**src/spw_pkg.sv**
```systemverilog
// spw_pkg: register map, field positions and reset values of the wake status block
// assumes a 32-bit AHB-Lite slave with one aligned word per register
package spw_pkg;
  // ==========================================================================
  // register indices as printed, byte address is four times the index
  localparam logic [7:0]  STS1_IDX   = 8'hb2;
  localparam logic [7:0]  STS2_IDX   = 8'hb3;
  localparam logic [7:0]  EN1_IDX    = 8'hb0;
  localparam logic [7:0]  EN2_IDX    = 8'hb1;
  localparam logic [7:0]  MASK1_IDX  = 8'hc8;
  localparam logic [7:0]  MASK2_IDX  = 8'hc9;
  localparam logic [7:0]  ISTS1_IDX  = 8'hca;
  localparam logic [7:0]  ISTS2_IDX  = 8'hcb;
  localparam int          ADDR_W     = 12;
  // ==========================================================================
  // reset values
  localparam logic [7:0]  STS_RST    = 8'h00;
  localparam logic [7:0]  EN1_RST    = 8'h00;
  localparam logic [7:0]  EN2_RST    = 8'h80;
  localparam logic [7:0]  MASK_RST   = 8'h00;
  // ==========================================================================
  // field positions of status 1
  localparam int          S1_RI1     = 0;
  localparam int          S1_RI2     = 1;
  localparam int          S1_KEYBOARD_CLOCK_WAKE_SEEN    = 2;
  localparam int          S1_MCLK    = 3;
  localparam int          S1_GRP1    = 4;
  localparam int          S1_GRP2    = 5;
  localparam int          S1_IR2     = 6;
  localparam int          S1_ALARM   = 7;
  // field positions of status 2
  localparam int          S2_RX1     = 0;
  localparam int          S2_RX2     = 1;
  localparam int          S2_BUTTON  = 2;
  localparam int          S2_RING    = 3;
  localparam int          S2_CIR     = 5;
  // implemented bits of status 2, the rest reserved
  localparam logic [7:0]  S2_USED    = 8'h2f;
  // bits of status 2 that may request power-on (button excluded)
  localparam logic [7:0]  S2_WAKE    = 8'h2b;
  // number of pin inputs needing edge detection
  localparam int          NPIN       = 9;
  // ==========================================================================
  // bus encodings
  localparam logic [1:0]  HTRANS_NSQ = 2'b10;
  localparam logic [31:0] ZERO_WORD  = 32'h0000_0000;
endpackage

```
**src/spw_edge.sv**
```systemverilog
// spw_edge: two-flop synchroniser per pin plus falling edge pulse
// assumes asynchronous pins, pins idle high
`timescale 1ns/1ns
module spw_edge #(
  parameter int N = 9
) (
  input  wire logic         CLK,
  input  wire logic         NRST,
  input  wire logic [N-1:0] PIN_IN,
  output logic      [N-1:0] FALL
);
  logic [N-1:0] meta_ff;
  logic [N-1:0] sync_ff;
  logic [N-1:0] last_ff;

  // ==========================================================================
  // synchronise then compare with previous sample
  // sync before edge
  always_ff @(posedge CLK or negedge NRST) begin
    if (!NRST) begin
      meta_ff <= '1;
      sync_ff <= '1;
      last_ff <= '1;
    end else begin
      meta_ff <= PIN_IN;
      sync_ff <= meta_ff;
      last_ff <= sync_ff;
    end
  end

  assign FALL = last_ff & ~sync_ff;
endmodule // spw_edge

```
**src/spw_wake_status.sv**
```systemverilog
// spw_wake_status: soft power wake event status registers with AHB-Lite access
// assumes NRST is the battery-supply power-on reset, pins asynchronous and idle high
//
// Notes on behaviour
// a status bit reads 1 once its event occurred since last clear, else 0
// status 1 bits 0,1 latch falling edges of port 1 and 2 ring inputs
// status 1 bits 2,3 latch falling edges of keyboard and mouse clocks
// status 1 bit 6 latches falling edge on second infrared receive input
// status 1 bit 7 latches the internal alarm signal, cleared on read
// latched events are held and serve as power-on wake sources
// status 1 bits 4,5 show live group interrupt levels, not latched
// status 2 bits 0,1 latch falling edges on port receive data pins
// status 2 bit 3 latches ring detect pin events, cleared on read
// status 2 bit 5 latches consumer infrared wake event, cleared on read
// status 2 bit 2 latches button press; never feeds power request
// status 2 bits 4,6,7 reserved, read zero
// a source requests power-on only when its enable bit is 1
// pins synchronised first; event during clearing read still captured
// writes to status registers leave latched bits unchanged
`timescale 1ns/1ns
module spw_wake_status
  import spw_pkg::*;
(
  input  wire logic        SYS_CLK,
  input  wire logic        NRST,
  input  wire logic        HSEL,
  input  wire logic [31:0] HADDR,
  input  wire logic [1:0]  HTRANS,
  input  wire logic        HWRITE,
  input  wire logic [2:0]  HSIZE,
  input  wire logic [31:0] HWDATA,
  input  wire logic        HREADY,
  output logic      [31:0] HRDATA,
  output logic             HREADYOUT,
  output logic             HRESP,
  input  wire logic        PORT1_RING_N,
  input  wire logic        PORT2_RING_N,
  input  wire logic        KEYBOARD_CLOCK,
  input  wire logic        MOUSE_CLOCK,
  input  wire logic        INFRARED2_RX,
  input  wire logic        PORT1_RX,
  input  wire logic        PORT2_RX,
  input  wire logic        RING_DETECT_PIN_N,
  input  wire logic        POWER_BUTTON_N,
  input  wire logic        RTC_ALARM,
  input  wire logic        GROUP_INTERRUPT_ONE,
  input  wire logic        GROUP_INTERRUPT_TWO,
  input  wire logic        CONSUMER_INFRARED_WAKE,
  output logic             SYSTEM_POWER_REQUEST_N,
  output logic             IRQ
);

  // ==========================================================================
  // pin edge detection
  logic [NPIN-1:0] pins;
  logic [NPIN-1:0] fall;

  assign pins = {POWER_BUTTON_N, RING_DETECT_PIN_N, PORT2_RX, PORT1_RX, INFRARED2_RX,
                 MOUSE_CLOCK, KEYBOARD_CLOCK, PORT2_RING_N, PORT1_RING_N};

  spw_edge #(
    .N (NPIN)
  ) u_edge (
    .CLK    (SYS_CLK),
    .NRST   (NRST),
    .PIN_IN (pins),
    .FALL   (fall)
  );

  // ==========================================================================
  // internal event signals are on this clock; alarm taken as rising event
  logic alarm_last_ff;
  logic cir_last_ff;
  logic alarm_rise;
  logic cir_rise;

  always_ff @(posedge SYS_CLK or negedge NRST) begin
    if (!NRST) begin
      alarm_last_ff <= 1'b0;
      cir_last_ff   <= 1'b0;
    end else begin
      alarm_last_ff <= RTC_ALARM;
      cir_last_ff   <= CONSUMER_INFRARED_WAKE;
    end
  end

  assign alarm_rise = RTC_ALARM & ~alarm_last_ff;
  assign cir_rise   = CONSUMER_INFRARED_WAKE & ~cir_last_ff;

  // ==========================================================================
  // event vectors in register layout
  logic [7:0] ev1;
  logic [7:0] ev2;

  // ring edges
  assign ev1[S1_RI1]   = fall[0];
  assign ev1[S1_RI2]   = fall[1];
  // keyboard mouse edges
  assign ev1[S1_KEYBOARD_CLOCK_WAKE_SEEN]  = fall[2];
  assign ev1[S1_MCLK]  = fall[3];
  // group bits hold no latch; their live level is merged into the status view
  assign ev1[S1_GRP1]  = 1'b0;
  assign ev1[S1_GRP2]  = 1'b0;
  // infrared edge
  assign ev1[S1_IR2]   = fall[4];
  // alarm event
  assign ev1[S1_ALARM] = alarm_rise;

  // receive edges
  assign ev2[S2_RX1]    = fall[5];
  assign ev2[S2_RX2]    = fall[6];
  // button latch
  assign ev2[S2_BUTTON] = fall[8];
  // ring pin edge
  assign ev2[S2_RING]   = fall[7];
  // consumer infrared event
  assign ev2[S2_CIR]    = cir_rise;
  // reserved bits zero
  assign ev2[4]         = 1'b0;
  assign ev2[7:6]       = 2'b00;

  // ==========================================================================
  // AHB-Lite address phase capture
  logic              ap_valid_ff;
  logic              ap_write_ff;
  logic [ADDR_W-1:0] ap_addr_ff;
  logic              take;

  assign take = HSEL & HREADY & HTRANS[1];

  always_ff @(posedge SYS_CLK or negedge NRST) begin
    if (!NRST) begin
      ap_valid_ff <= 1'b0;
      ap_write_ff <= 1'b0;
      ap_addr_ff  <= '0;
    end else begin
      ap_valid_ff <= take;
      ap_write_ff <= HWRITE;
      ap_addr_ff  <= HADDR[ADDR_W-1:0];
    end
  end

  // ==========================================================================
  // decode: reads in the address phase, writes in the data phase
  // read data is captured at the same edge that clears the read-to-clear bits,
  // so an event landing one cycle earlier is neither lost nor hidden
  logic [ADDR_W-3:0] idx;
  logic [ADDR_W-3:0] a_idx;
  logic              rd_take;
  logic              wr_phase;
  logic              hit_sts1;
  logic              hit_sts2;
  logic              hit_en1;
  logic              hit_en2;
  logic              hit_mask1;
  logic              hit_mask2;
  logic              hit_ists1;
  logic              hit_ists2;
  logic              wr_en1;
  logic              wr_en2;
  logic              wr_mask1;
  logic              wr_mask2;

  assign idx       = ap_addr_ff[ADDR_W-1:2];
  assign a_idx     = HADDR[ADDR_W-1:2];
  assign rd_take   = take & ~HWRITE;
  assign wr_phase  = ap_valid_ff & ap_write_ff;
  assign hit_sts1  = a_idx == {2'b00, STS1_IDX};
  assign hit_sts2  = a_idx == {2'b00, STS2_IDX};
  assign hit_en1   = a_idx == {2'b00, EN1_IDX};
  assign hit_en2   = a_idx == {2'b00, EN2_IDX};
  assign hit_mask1 = a_idx == {2'b00, MASK1_IDX};
  assign hit_mask2 = a_idx == {2'b00, MASK2_IDX};
  assign hit_ists1 = a_idx == {2'b00, ISTS1_IDX};
  assign hit_ists2 = a_idx == {2'b00, ISTS2_IDX};
  assign wr_en1    = wr_phase & (idx == {2'b00, EN1_IDX});
  assign wr_en2    = wr_phase & (idx == {2'b00, EN2_IDX});
  assign wr_mask1  = wr_phase & (idx == {2'b00, MASK1_IDX});
  assign wr_mask2  = wr_phase & (idx == {2'b00, MASK2_IDX});

  // ==========================================================================
  // wake status latches
  logic [7:0] sts1_ff;
  logic [7:0] sts2_ff;
  logic [7:0] nxt_sts1;
  logic [7:0] nxt_sts2;
  logic [7:0] clr1;
  logic [7:0] clr2;

  // only reads clear, writes ignored
  assign clr1 = {8{rd_take & hit_sts1}};
  assign clr2 = {8{rd_take & hit_sts2}};
  // set wins over read clear
  assign nxt_sts1 = (sts1_ff & ~clr1) | ev1;
  assign nxt_sts2 = ((sts2_ff & ~clr2) | ev2) & S2_USED;

  // hold latched events
  always_ff @(posedge SYS_CLK or negedge NRST) begin
    if (!NRST) begin
      sts1_ff <= STS_RST;
      sts2_ff <= STS_RST;
    end else begin
      sts1_ff <= nxt_sts1;
      sts2_ff <= nxt_sts2;
    end
  end

  // live group interrupt levels
  // status view
  logic [7:0] sts1_view;
  assign sts1_view = {sts1_ff[7:6], GROUP_INTERRUPT_TWO, GROUP_INTERRUPT_ONE, sts1_ff[3:0]};

  // ==========================================================================
  // enable and interrupt mask registers
  logic [7:0] en1_ff;
  logic [7:0] en2_ff;
  logic [7:0] mask1_ff;
  logic [7:0] mask2_ff;

  always_ff @(posedge SYS_CLK or negedge NRST) begin
    if (!NRST) begin
      en1_ff   <= EN1_RST;
      en2_ff   <= EN2_RST;
      mask1_ff <= MASK_RST;
      mask2_ff <= MASK_RST;
    end else begin
      if (wr_en1) en1_ff <= HWDATA[7:0];
      if (wr_en2) en2_ff <= HWDATA[7:0];
      if (wr_mask1) mask1_ff <= HWDATA[7:0];
      if (wr_mask2) mask2_ff <= HWDATA[7:0];
    end
  end

  // ==========================================================================
  // power-on request, button bit excluded
  logic wake;
  logic pwr_n_ff;

  // enable gates sources
  // button not in request
  // group levels enter live, so a held group interrupt keeps the request
  assign wake = |(sts1_view & en1_ff) | |(sts2_ff & en2_ff & S2_WAKE);

  always_ff @(posedge SYS_CLK or negedge NRST) begin
    if (!NRST) pwr_n_ff <= 1'b1;
    else pwr_n_ff <= ~wake;
  end

  assign SYSTEM_POWER_REQUEST_N = pwr_n_ff;

  // ==========================================================================
  // interrupt status, sticky, cleared by read
  logic [7:0] ists1_ff;
  logic [7:0] ists2_ff;
  logic [7:0] ev1_all;
  logic [7:0] ir_clr1;
  logic [7:0] ir_clr2;
  logic       irq_ff;

  assign ev1_all = ev1 | {2'b00, GROUP_INTERRUPT_TWO, GROUP_INTERRUPT_ONE, 4'h0};
  // cleared at the address phase of the read, like the wake status
  assign ir_clr1 = {8{rd_take & hit_ists1}};
  assign ir_clr2 = {8{rd_take & hit_ists2}};

  always_ff @(posedge SYS_CLK or negedge NRST) begin
    if (!NRST) begin
      ists1_ff <= STS_RST;
      ists2_ff <= STS_RST;
      irq_ff   <= 1'b0;
    end else begin
      ists1_ff <= (ists1_ff & ~ir_clr1) | ev1_all;
      ists2_ff <= (ists2_ff & ~ir_clr2) | ev2;
      irq_ff   <= |((ists1_ff & ~ir_clr1 | ev1_all) & mask1_ff)
                | |((ists2_ff & ~ir_clr2 | ev2) & mask2_ff);
    end
  end

  assign IRQ = irq_ff;

  // ==========================================================================
  // read data mux, unmapped reads zero
  logic [7:0] rd_byte;

  assign rd_byte = hit_sts1  ? sts1_view :
                   hit_sts2  ? sts2_ff   :
                   hit_en1   ? en1_ff    :
                   hit_en2   ? en2_ff    :
                   hit_mask1 ? mask1_ff  :
                   hit_mask2 ? mask2_ff  :
                   hit_ists1 ? ists1_ff  :
                   hit_ists2 ? ists2_ff  : 8'h00;

  logic [31:0] hrdata_ff;

  // read word registered at the address phase, zero outside a read data phase
  // a back-to-back read reloads it, so each data phase shows its own word
  always_ff @(posedge SYS_CLK or negedge NRST) begin
    if (!NRST) hrdata_ff <= ZERO_WORD;
    else if (rd_take) hrdata_ff <= {24'h000000, rd_byte};
    else hrdata_ff <= ZERO_WORD;
  end

  assign HRDATA    = hrdata_ff;
  assign HREADYOUT = 1'b1;
  assign HRESP     = 1'b0;
endmodule // spw_wake_status

```
**config.mk**
```make
export PLATFORM = sky130hd
export DESIGN_NAME = spw_wake_status
export DESIGN_NICKNAME = d
export VERILOG_FILES = /design/src/spw_pkg.sv /design/src/spw_edge.sv /design/src/spw_wake_status.sv
export SDC_FILE = /design/constraint.sdc
export NUM_CORES = 1
export LEC_CHECK = 0
export BUFFER_PORTS_ARGS = -buffer_cell sky130_fd_sc_hd__buf_2
export CORE_UTILIZATION = 36
export DETAILED_ROUTE_END_ITERATION = 8
export MAX_ROUTING_LAYER = met4
export PLACE_DENSITY_LB_ADDON = 0.1
export SLEW_MARGIN = 15
export SYNTH_ARGS = -nofsm -noshare
export SYNTH_HDL_FRONTEND = slang
export SYNTH_SLANG_ARGS = --single-unit
```
**constraint.sdc**
```tcl
create_clock -name SYS_CLK -period 2 [get_ports SYS_CLK]
set_clock_uncertainty 0.15 [all_clocks]
set_input_delay 0.2 -clock SYS_CLK [delete_from_list [all_inputs] [get_ports SYS_CLK]]
set_output_delay 0.2 -clock SYS_CLK [all_outputs]
set_load 0.05 [all_outputs]
```
# After elaboration in Yosys (flattened, before gate mapping)
# Index checks and enable logic that the tools add are counted.
dict set report word_totals {
  ff_bits 114
  latchBits 0
  ramBits 0
  rom_bits 0
  inputBits 87
  wordCells 83
  memories 0
}
dict set report op_classes {
  add_sub_neg 0
  n_mul 0
  div 0
  magnitude_cmp 0
  eq_ne 12
  shift 0
  muxes 9
  n_bitwise 39
  n_reduce_logical 4
}
# cell n
set ops {}
lappend ops {{10-bit by 8-bit equality test with 1-bit output, second input constant} 12}
lappend ops {{8-bit 2-to-1 mux} 9}
lappend ops {{8-bit AND} 6}
lappend ops {{8-bit inverter} 3}
lappend ops {{8-bit OR reduction} 3}
lappend ops {{8-bit by 6-bit bitwise OR with 8-bit output} 2}
lappend ops {{8-bit bitwise OR} 2}
lappend ops {{1-bit AND} 14}
lappend ops {{6-bit AND} 2}
lappend ops {{9-bit AND} 1}
lappend ops {{9-bit inverter} 1}
lappend ops {{6-bit inverter} 1}
lappend ops {{6-bit bitwise OR} 1}
lappend ops {{1-bit inverter} 4}
lappend ops {{4-bit OR reduction} 1}
lappend ops {{1-bit bitwise OR} 2}

# Longest topological paths before layout
dict set report logic_depth {
  ltp_word 10
  depth_mapped 7
  mapped_depth_nobuf 5
}

# Hierarchy
# Synthesis repeated with hierarchy kept, for this count alone.
dict set report unflattened {
  hier_cells 346
  area_unflattened_um2 4674.5
}
# mod n_inst cells_each area_per_inst_um2
set by_module_without_submodules {}
lappend by_module_without_submodules {spw_wake_status 1 310 3841.2}
lappend by_module_without_submodules {spw_edge 1 36 833.3}

# Worst setup path before layout
# OpenSTA, ideal clock, no wires.
dict set report synth_timing {
  kind {in2reg}
  startpoint {input HADDR[4]}
  endpoint {register irq_ff, in the netlist IRQ}
  setup_ps 146
  arrival_time_ps 1524
  path_slack_ps 179
  cell_stages 5
  cell_sequence {nor4b_4 > nand4_4 > a21o_1 > a2111oi_1 > nand4_1}
}
dict set report synth_between {
  elab_chain_len 8
  word_cells_on_any_way 15
  classes_between {2 x eq/ne; 11 x bitwise; 2 x reduce/logical}
}
# item line
set synth_lines {}
lappend synth_lines {{start: declaration} spw_wake_status.sv:27} ;# input wire logic [31:0] HADDR,
lappend synth_lines {{10-bit by 8-bit equality test with 1-bit output, on equally long branches} {spw_wake_status.sv:174, spw_wake_status.sv:175}}
lappend synth_lines {{1-bit AND, on equally long branches} {spw_wake_status.sv:262, spw_wake_status.sv:263}}
lappend synth_lines {{8-bit inverter, on equally long branches} {spw_wake_status.sv:273, spw_wake_status.sv:274}}
lappend synth_lines {{8-bit AND, on equally long branches} {spw_wake_status.sv:273, spw_wake_status.sv:274}}
lappend synth_lines {{8-bit bitwise OR or 8-bit by 6-bit bitwise OR with 8-bit output (tied branches)} {spw_wake_status.sv:273, spw_wake_status.sv:274}}
lappend synth_lines {{8-bit AND, on equally long branches} {spw_wake_status.sv:273, spw_wake_status.sv:274}}
lappend synth_lines {{8-bit OR reduction, on equally long branches} {spw_wake_status.sv:273, spw_wake_status.sv:274}}
lappend synth_lines {{1-bit bitwise OR *} spw_wake_status.sv:274} ;# | |((ists2_ff & ~ir_clr2 | ev2) & mask2_ff);
lappend synth_lines {{end signal: assignment} spw_wake_status.sv:273} ;# irq_ff <= |((ists1_ff & ~ir_clr1 | ev1_all) & mask1_ff)
lappend synth_lines {{end: declaration} spw_wake_status.sv:258} ;# logic irq_ff;
# Every way passes the cells marked *; elsewhere a longest branch is shown, timed or not.
# A chain may end at the register's enable or synchronous reset.

# Worst setup path after layout
dict set report layout_timing {
  startpoint {register ists2_ff[6]}
  endpoint {register irq_ff, in the netlist IRQ}
}
dict set report layout_between {
  elab_chain_len 5
}
# item line
set layout_lines {}
lappend layout_lines {{start: declaration} spw_wake_status.sv:254} ;# logic [7:0] ists2_ff;
lappend layout_lines {{start signal: assignment} spw_wake_status.sv:272} ;# ists2_ff <= (ists2_ff & ~ir_clr2) | ev2;
lappend layout_lines {{8-bit AND} spw_wake_status.sv:274}
lappend layout_lines {{8-bit by 6-bit bitwise OR with 8-bit output} spw_wake_status.sv:274}
lappend layout_lines {{8-bit AND} spw_wake_status.sv:274}
lappend layout_lines {{8-bit OR reduction} spw_wake_status.sv:274}
lappend layout_lines {{1-bit bitwise OR} spw_wake_status.sv:274}
# No other way between the ends.

==> summary.md <==
| Metric | Value |
|---|---|
| Critical R2R Launch | ists2_ff[6] |
| Mapped Area | 4550 um2 |
| Final Critical Period | roughly 1.9 ns |
| Buffer depth of the longest clock path | 2 |
| Final #Nets | 533 |
| Setup-failing EPs final | 0 |
| Layout area overhead | 28.8% |
| Met1 Wirelength | approximately 5000 um |
| Fmax | roughly 0.53 GHz |
| Total gr overflow | 0 |
| Reg clk slew, reported paths | ~0.07 ns |
| Final cell count without fillers | between 600 and 700 |
| Setup crit end kind | flip-flop |
| Core ar. | roughly 12000 um2 |
| Met3 Wirelength | 472 um |
| H-tree levels | 3 |
| Cells after Synth | 322 |
| Vias in the first global route | 3050 |
| Worst Setup SP | ists2_ff[6] |
| Top Ports | ~120 |
| CP arrival | 1.95 ns |
| Routed WL per cell | approximately 17 um |
| Slew Limit Fails | 0 |
| Pre-CTS WS | -0.210 ns |
| Final Hold Vio Count | 0 |
| Final wirelength | ~11000 um |
| FILL cells | between 1000 and 1500 |
| DR top layer | met4 |
| Yosys warnings | 0 |
| Layout cells sized above 1 | ~44% |
| Req. time, crit path | around 2 ns |
| Via count | 2966 |
| Met2 WL post-DR | about 5000 um |
| Postcts setup bufs | 0 |
| Status | finished, final reports clean |
| Fin crit share | 94.3% |
| Row Count | 40 |
| Hold Startpoint | HWDATA[6] |
| Ys flop type | dfrtp_1 |
| Synth Register Bits | 110 |
| Drt first pass iters | 4 |
| Synth unique cells | 46 |
| TritonCTS clock tree | built |
| HPWL Detailed | 7620 um |
| Worst hold path class | in -> reg |
| Avg Synthesized Cell Area | between 10 and 15 um2 |
| Number of synthesized flops with an enable pin | 0 |
| Setup crit start kind | flip-flop |
| Asr flop ratio synth | 100% |
| Via density | around 4.8 |
| Die span in y | 114 um |
| DRT iter0 DRCs | ~190 |
| Sequential area share after synthesis | 61.3% |
| Gr usage total | roughly 19% |
| Die Wd | 114 um |
| Cells after DPL | roughly 570 |
| Worst-path maximum fanout | 3 |
| CTS root buffer | clkbuf_16 |
| GP Congestion | approximately 0.82 |
| Die area | ~13000 um2 |
| Port bufs | 46 |
| Most common cell after layout, fill and taps aside | dfrtp_1 |
| Final ANT Viol Nets | 0 |
| Maximum VDD drop | 0.616 mV |
| WHS | 0.0259 ns |
| Num CTS Buffers | 9 |
| Diode count | 0 |
| Unrepaired setup endpoints after global routing | yes |
| Worst Setup Path Type | reg -> reg |
| Worst Slack Setup Final | about 0.11 ns |
| Worst-skew pair later-pin latency | about 0.35 ns |
| Antenna violations before repair | 0 |
| Clk sinks | 110 |
| Highest-count cells in the layout ignoring fill and taps | dfrtp_1 (81), buf_2 (45), buf_4 (45), mux2_2 (37), dlygate4sd3_1 (32) |
| Max-Cap Viols | 0 |
| LEAKAGE | approximately 2.5 nW |
| Initial Util | a little under two fifths |
| Pin count of the biggest net entering global routing | between 60 and 70 |
| P per Cell Area | just under 800 nW/um2 |
| First-pass GRT wire length | approximately 17000 um |
| DRC | 0 |
==> cells by family (layout without fill, tap and decap cells) <==
group	after synthesis	count (layout)	synth area share (%)
AOI/OAI and AO/OA	64	64	10.8
other	2	26	0.165
muxes	47	47	13.6
DFF	110	110	61.3
buffers and inverters	37	142	5.36
and+or+nand+nor	62	62	8.75
==> where the power goes <==
group          leakage [nW]  switching, mW  internal [mW]
Combinational          1.15          0.253          0.170
Sequential             1.20         0.0446           2.32
Clock                 0.156          0.826           1.00
==> worst max-delay path: stages, from the launching register on <==
cell and delay (ns):
dfrtp_1 0.39, a222oi_1 0.45, a31oi_1 0.14, a2111oi_4 0.35, buf_4 0.16, nand4_1 0.10
==> registers in the layout, summed over array words and instances (netlist names), 6 cells and up <==
name and cells:
ists1_ff 8, en2_ff 8, HRDATA 8, mask1_ff 8, ists2_ff 8, sts1_ff 6, u_edge.meta_ff 9, u_edge.sync_ff 9
en1_ff 8, ap_addr_ff 10, u_edge.last_ff 9, mask2_ff 8
==> worst paths after layout <==
| kind | endpoint | slack (ns) | cells after the start |
|---|---|---|---|
| max | IRQ | 0.11 | 5 |
| min | mask1_ff[6] | 0.03 | 2 |
| max reg2reg | IRQ | 0.11 | 5 |
| min reg2reg | u_edge.sync_ff[5] | 0.20 | 0 |
| min in group asynchronous | ap_addr_ff[4] | 0.08 | 2 |
| max in group asynchronous | en2_ff[7] | 0.95 | 3 |
==> stage by stage <==
stage	area (um2)	power (mW)	utilization, %	TNS, ns
5_1_grt	5860	4.80	48.2	-0.0240
3_3_place_gp	5200	2.78	42.7	-0.325
2_1_floorplan	4640	2.65	-	0
4_1_cts	5830	4.68	48.0	0
6_report	5860	4.62	48.2	0
3_5_place_dp	5200	2.78	42.7	-0.210
==> what timing repair did <==
action | CTS | global route
endpoints found under the hold margin | 131 | 0
hold buffers | 32 | 0
setup endpoints to repair | 1 | 17
pin swaps | 0 | 4
resized for setup | 1 | 3
gates cloned | 0 | 0
==> layout make-up <==
class                      count  area (um2)  area share, %
sequential                   110        2790           47.6
multi-input combinational    199        1640           27.9
timing repair buffer         123         903           15.4
clock buffer                  12         278           4.74
tap                          168         210           3.59
clock inverter                 4        32.5          0.555
inverter                       3        11.3          0.192
==> layer usage <==
layer / global-route usage [%] / vias up
li1: - / 1374
met1: 24.0 / 1500
met2: 28.4 / 82
met3: 5.51 / 10
met4: 5.28 / 0
met5: - / -
==> synthesized netlist by cell type (3+ instances only) <==
master | instances | area, um2
or2_2 | 3 | 18.8
dfrtp_1 | 81 | 2030
mux4_2 | 8 | 180
o21a_1 | 3 | 22.5
and3_1 | 3 | 18.8
dfstp_2 | 29 | 762
a22oi_1 | 16 | 120
a21o_1 | 15 | 113
nand4_1 | 4 | 25.0
mux2_2 | 37 | 417
nor2_1 | 4 | 15.0
nand3_1 | 3 | 15.0
o21ai_0 | 7 | 35.0
nand2_1 | 11 | 41.3
nor4_1 | 3 | 18.8
inv_1 | 3 | 11.3
nand2b_1 | 4 | 25.0
a41oi_1 | 3 | 26.3
nor2b_1 | 12 | 75.1
buf_2 | 6 | 30.0
buf_4 | 26 | 195
and2_1 | 3 | 18.8
a21o_2 | 6 | 52.6
Note: power is estimated with default switching activity, not from simulation.
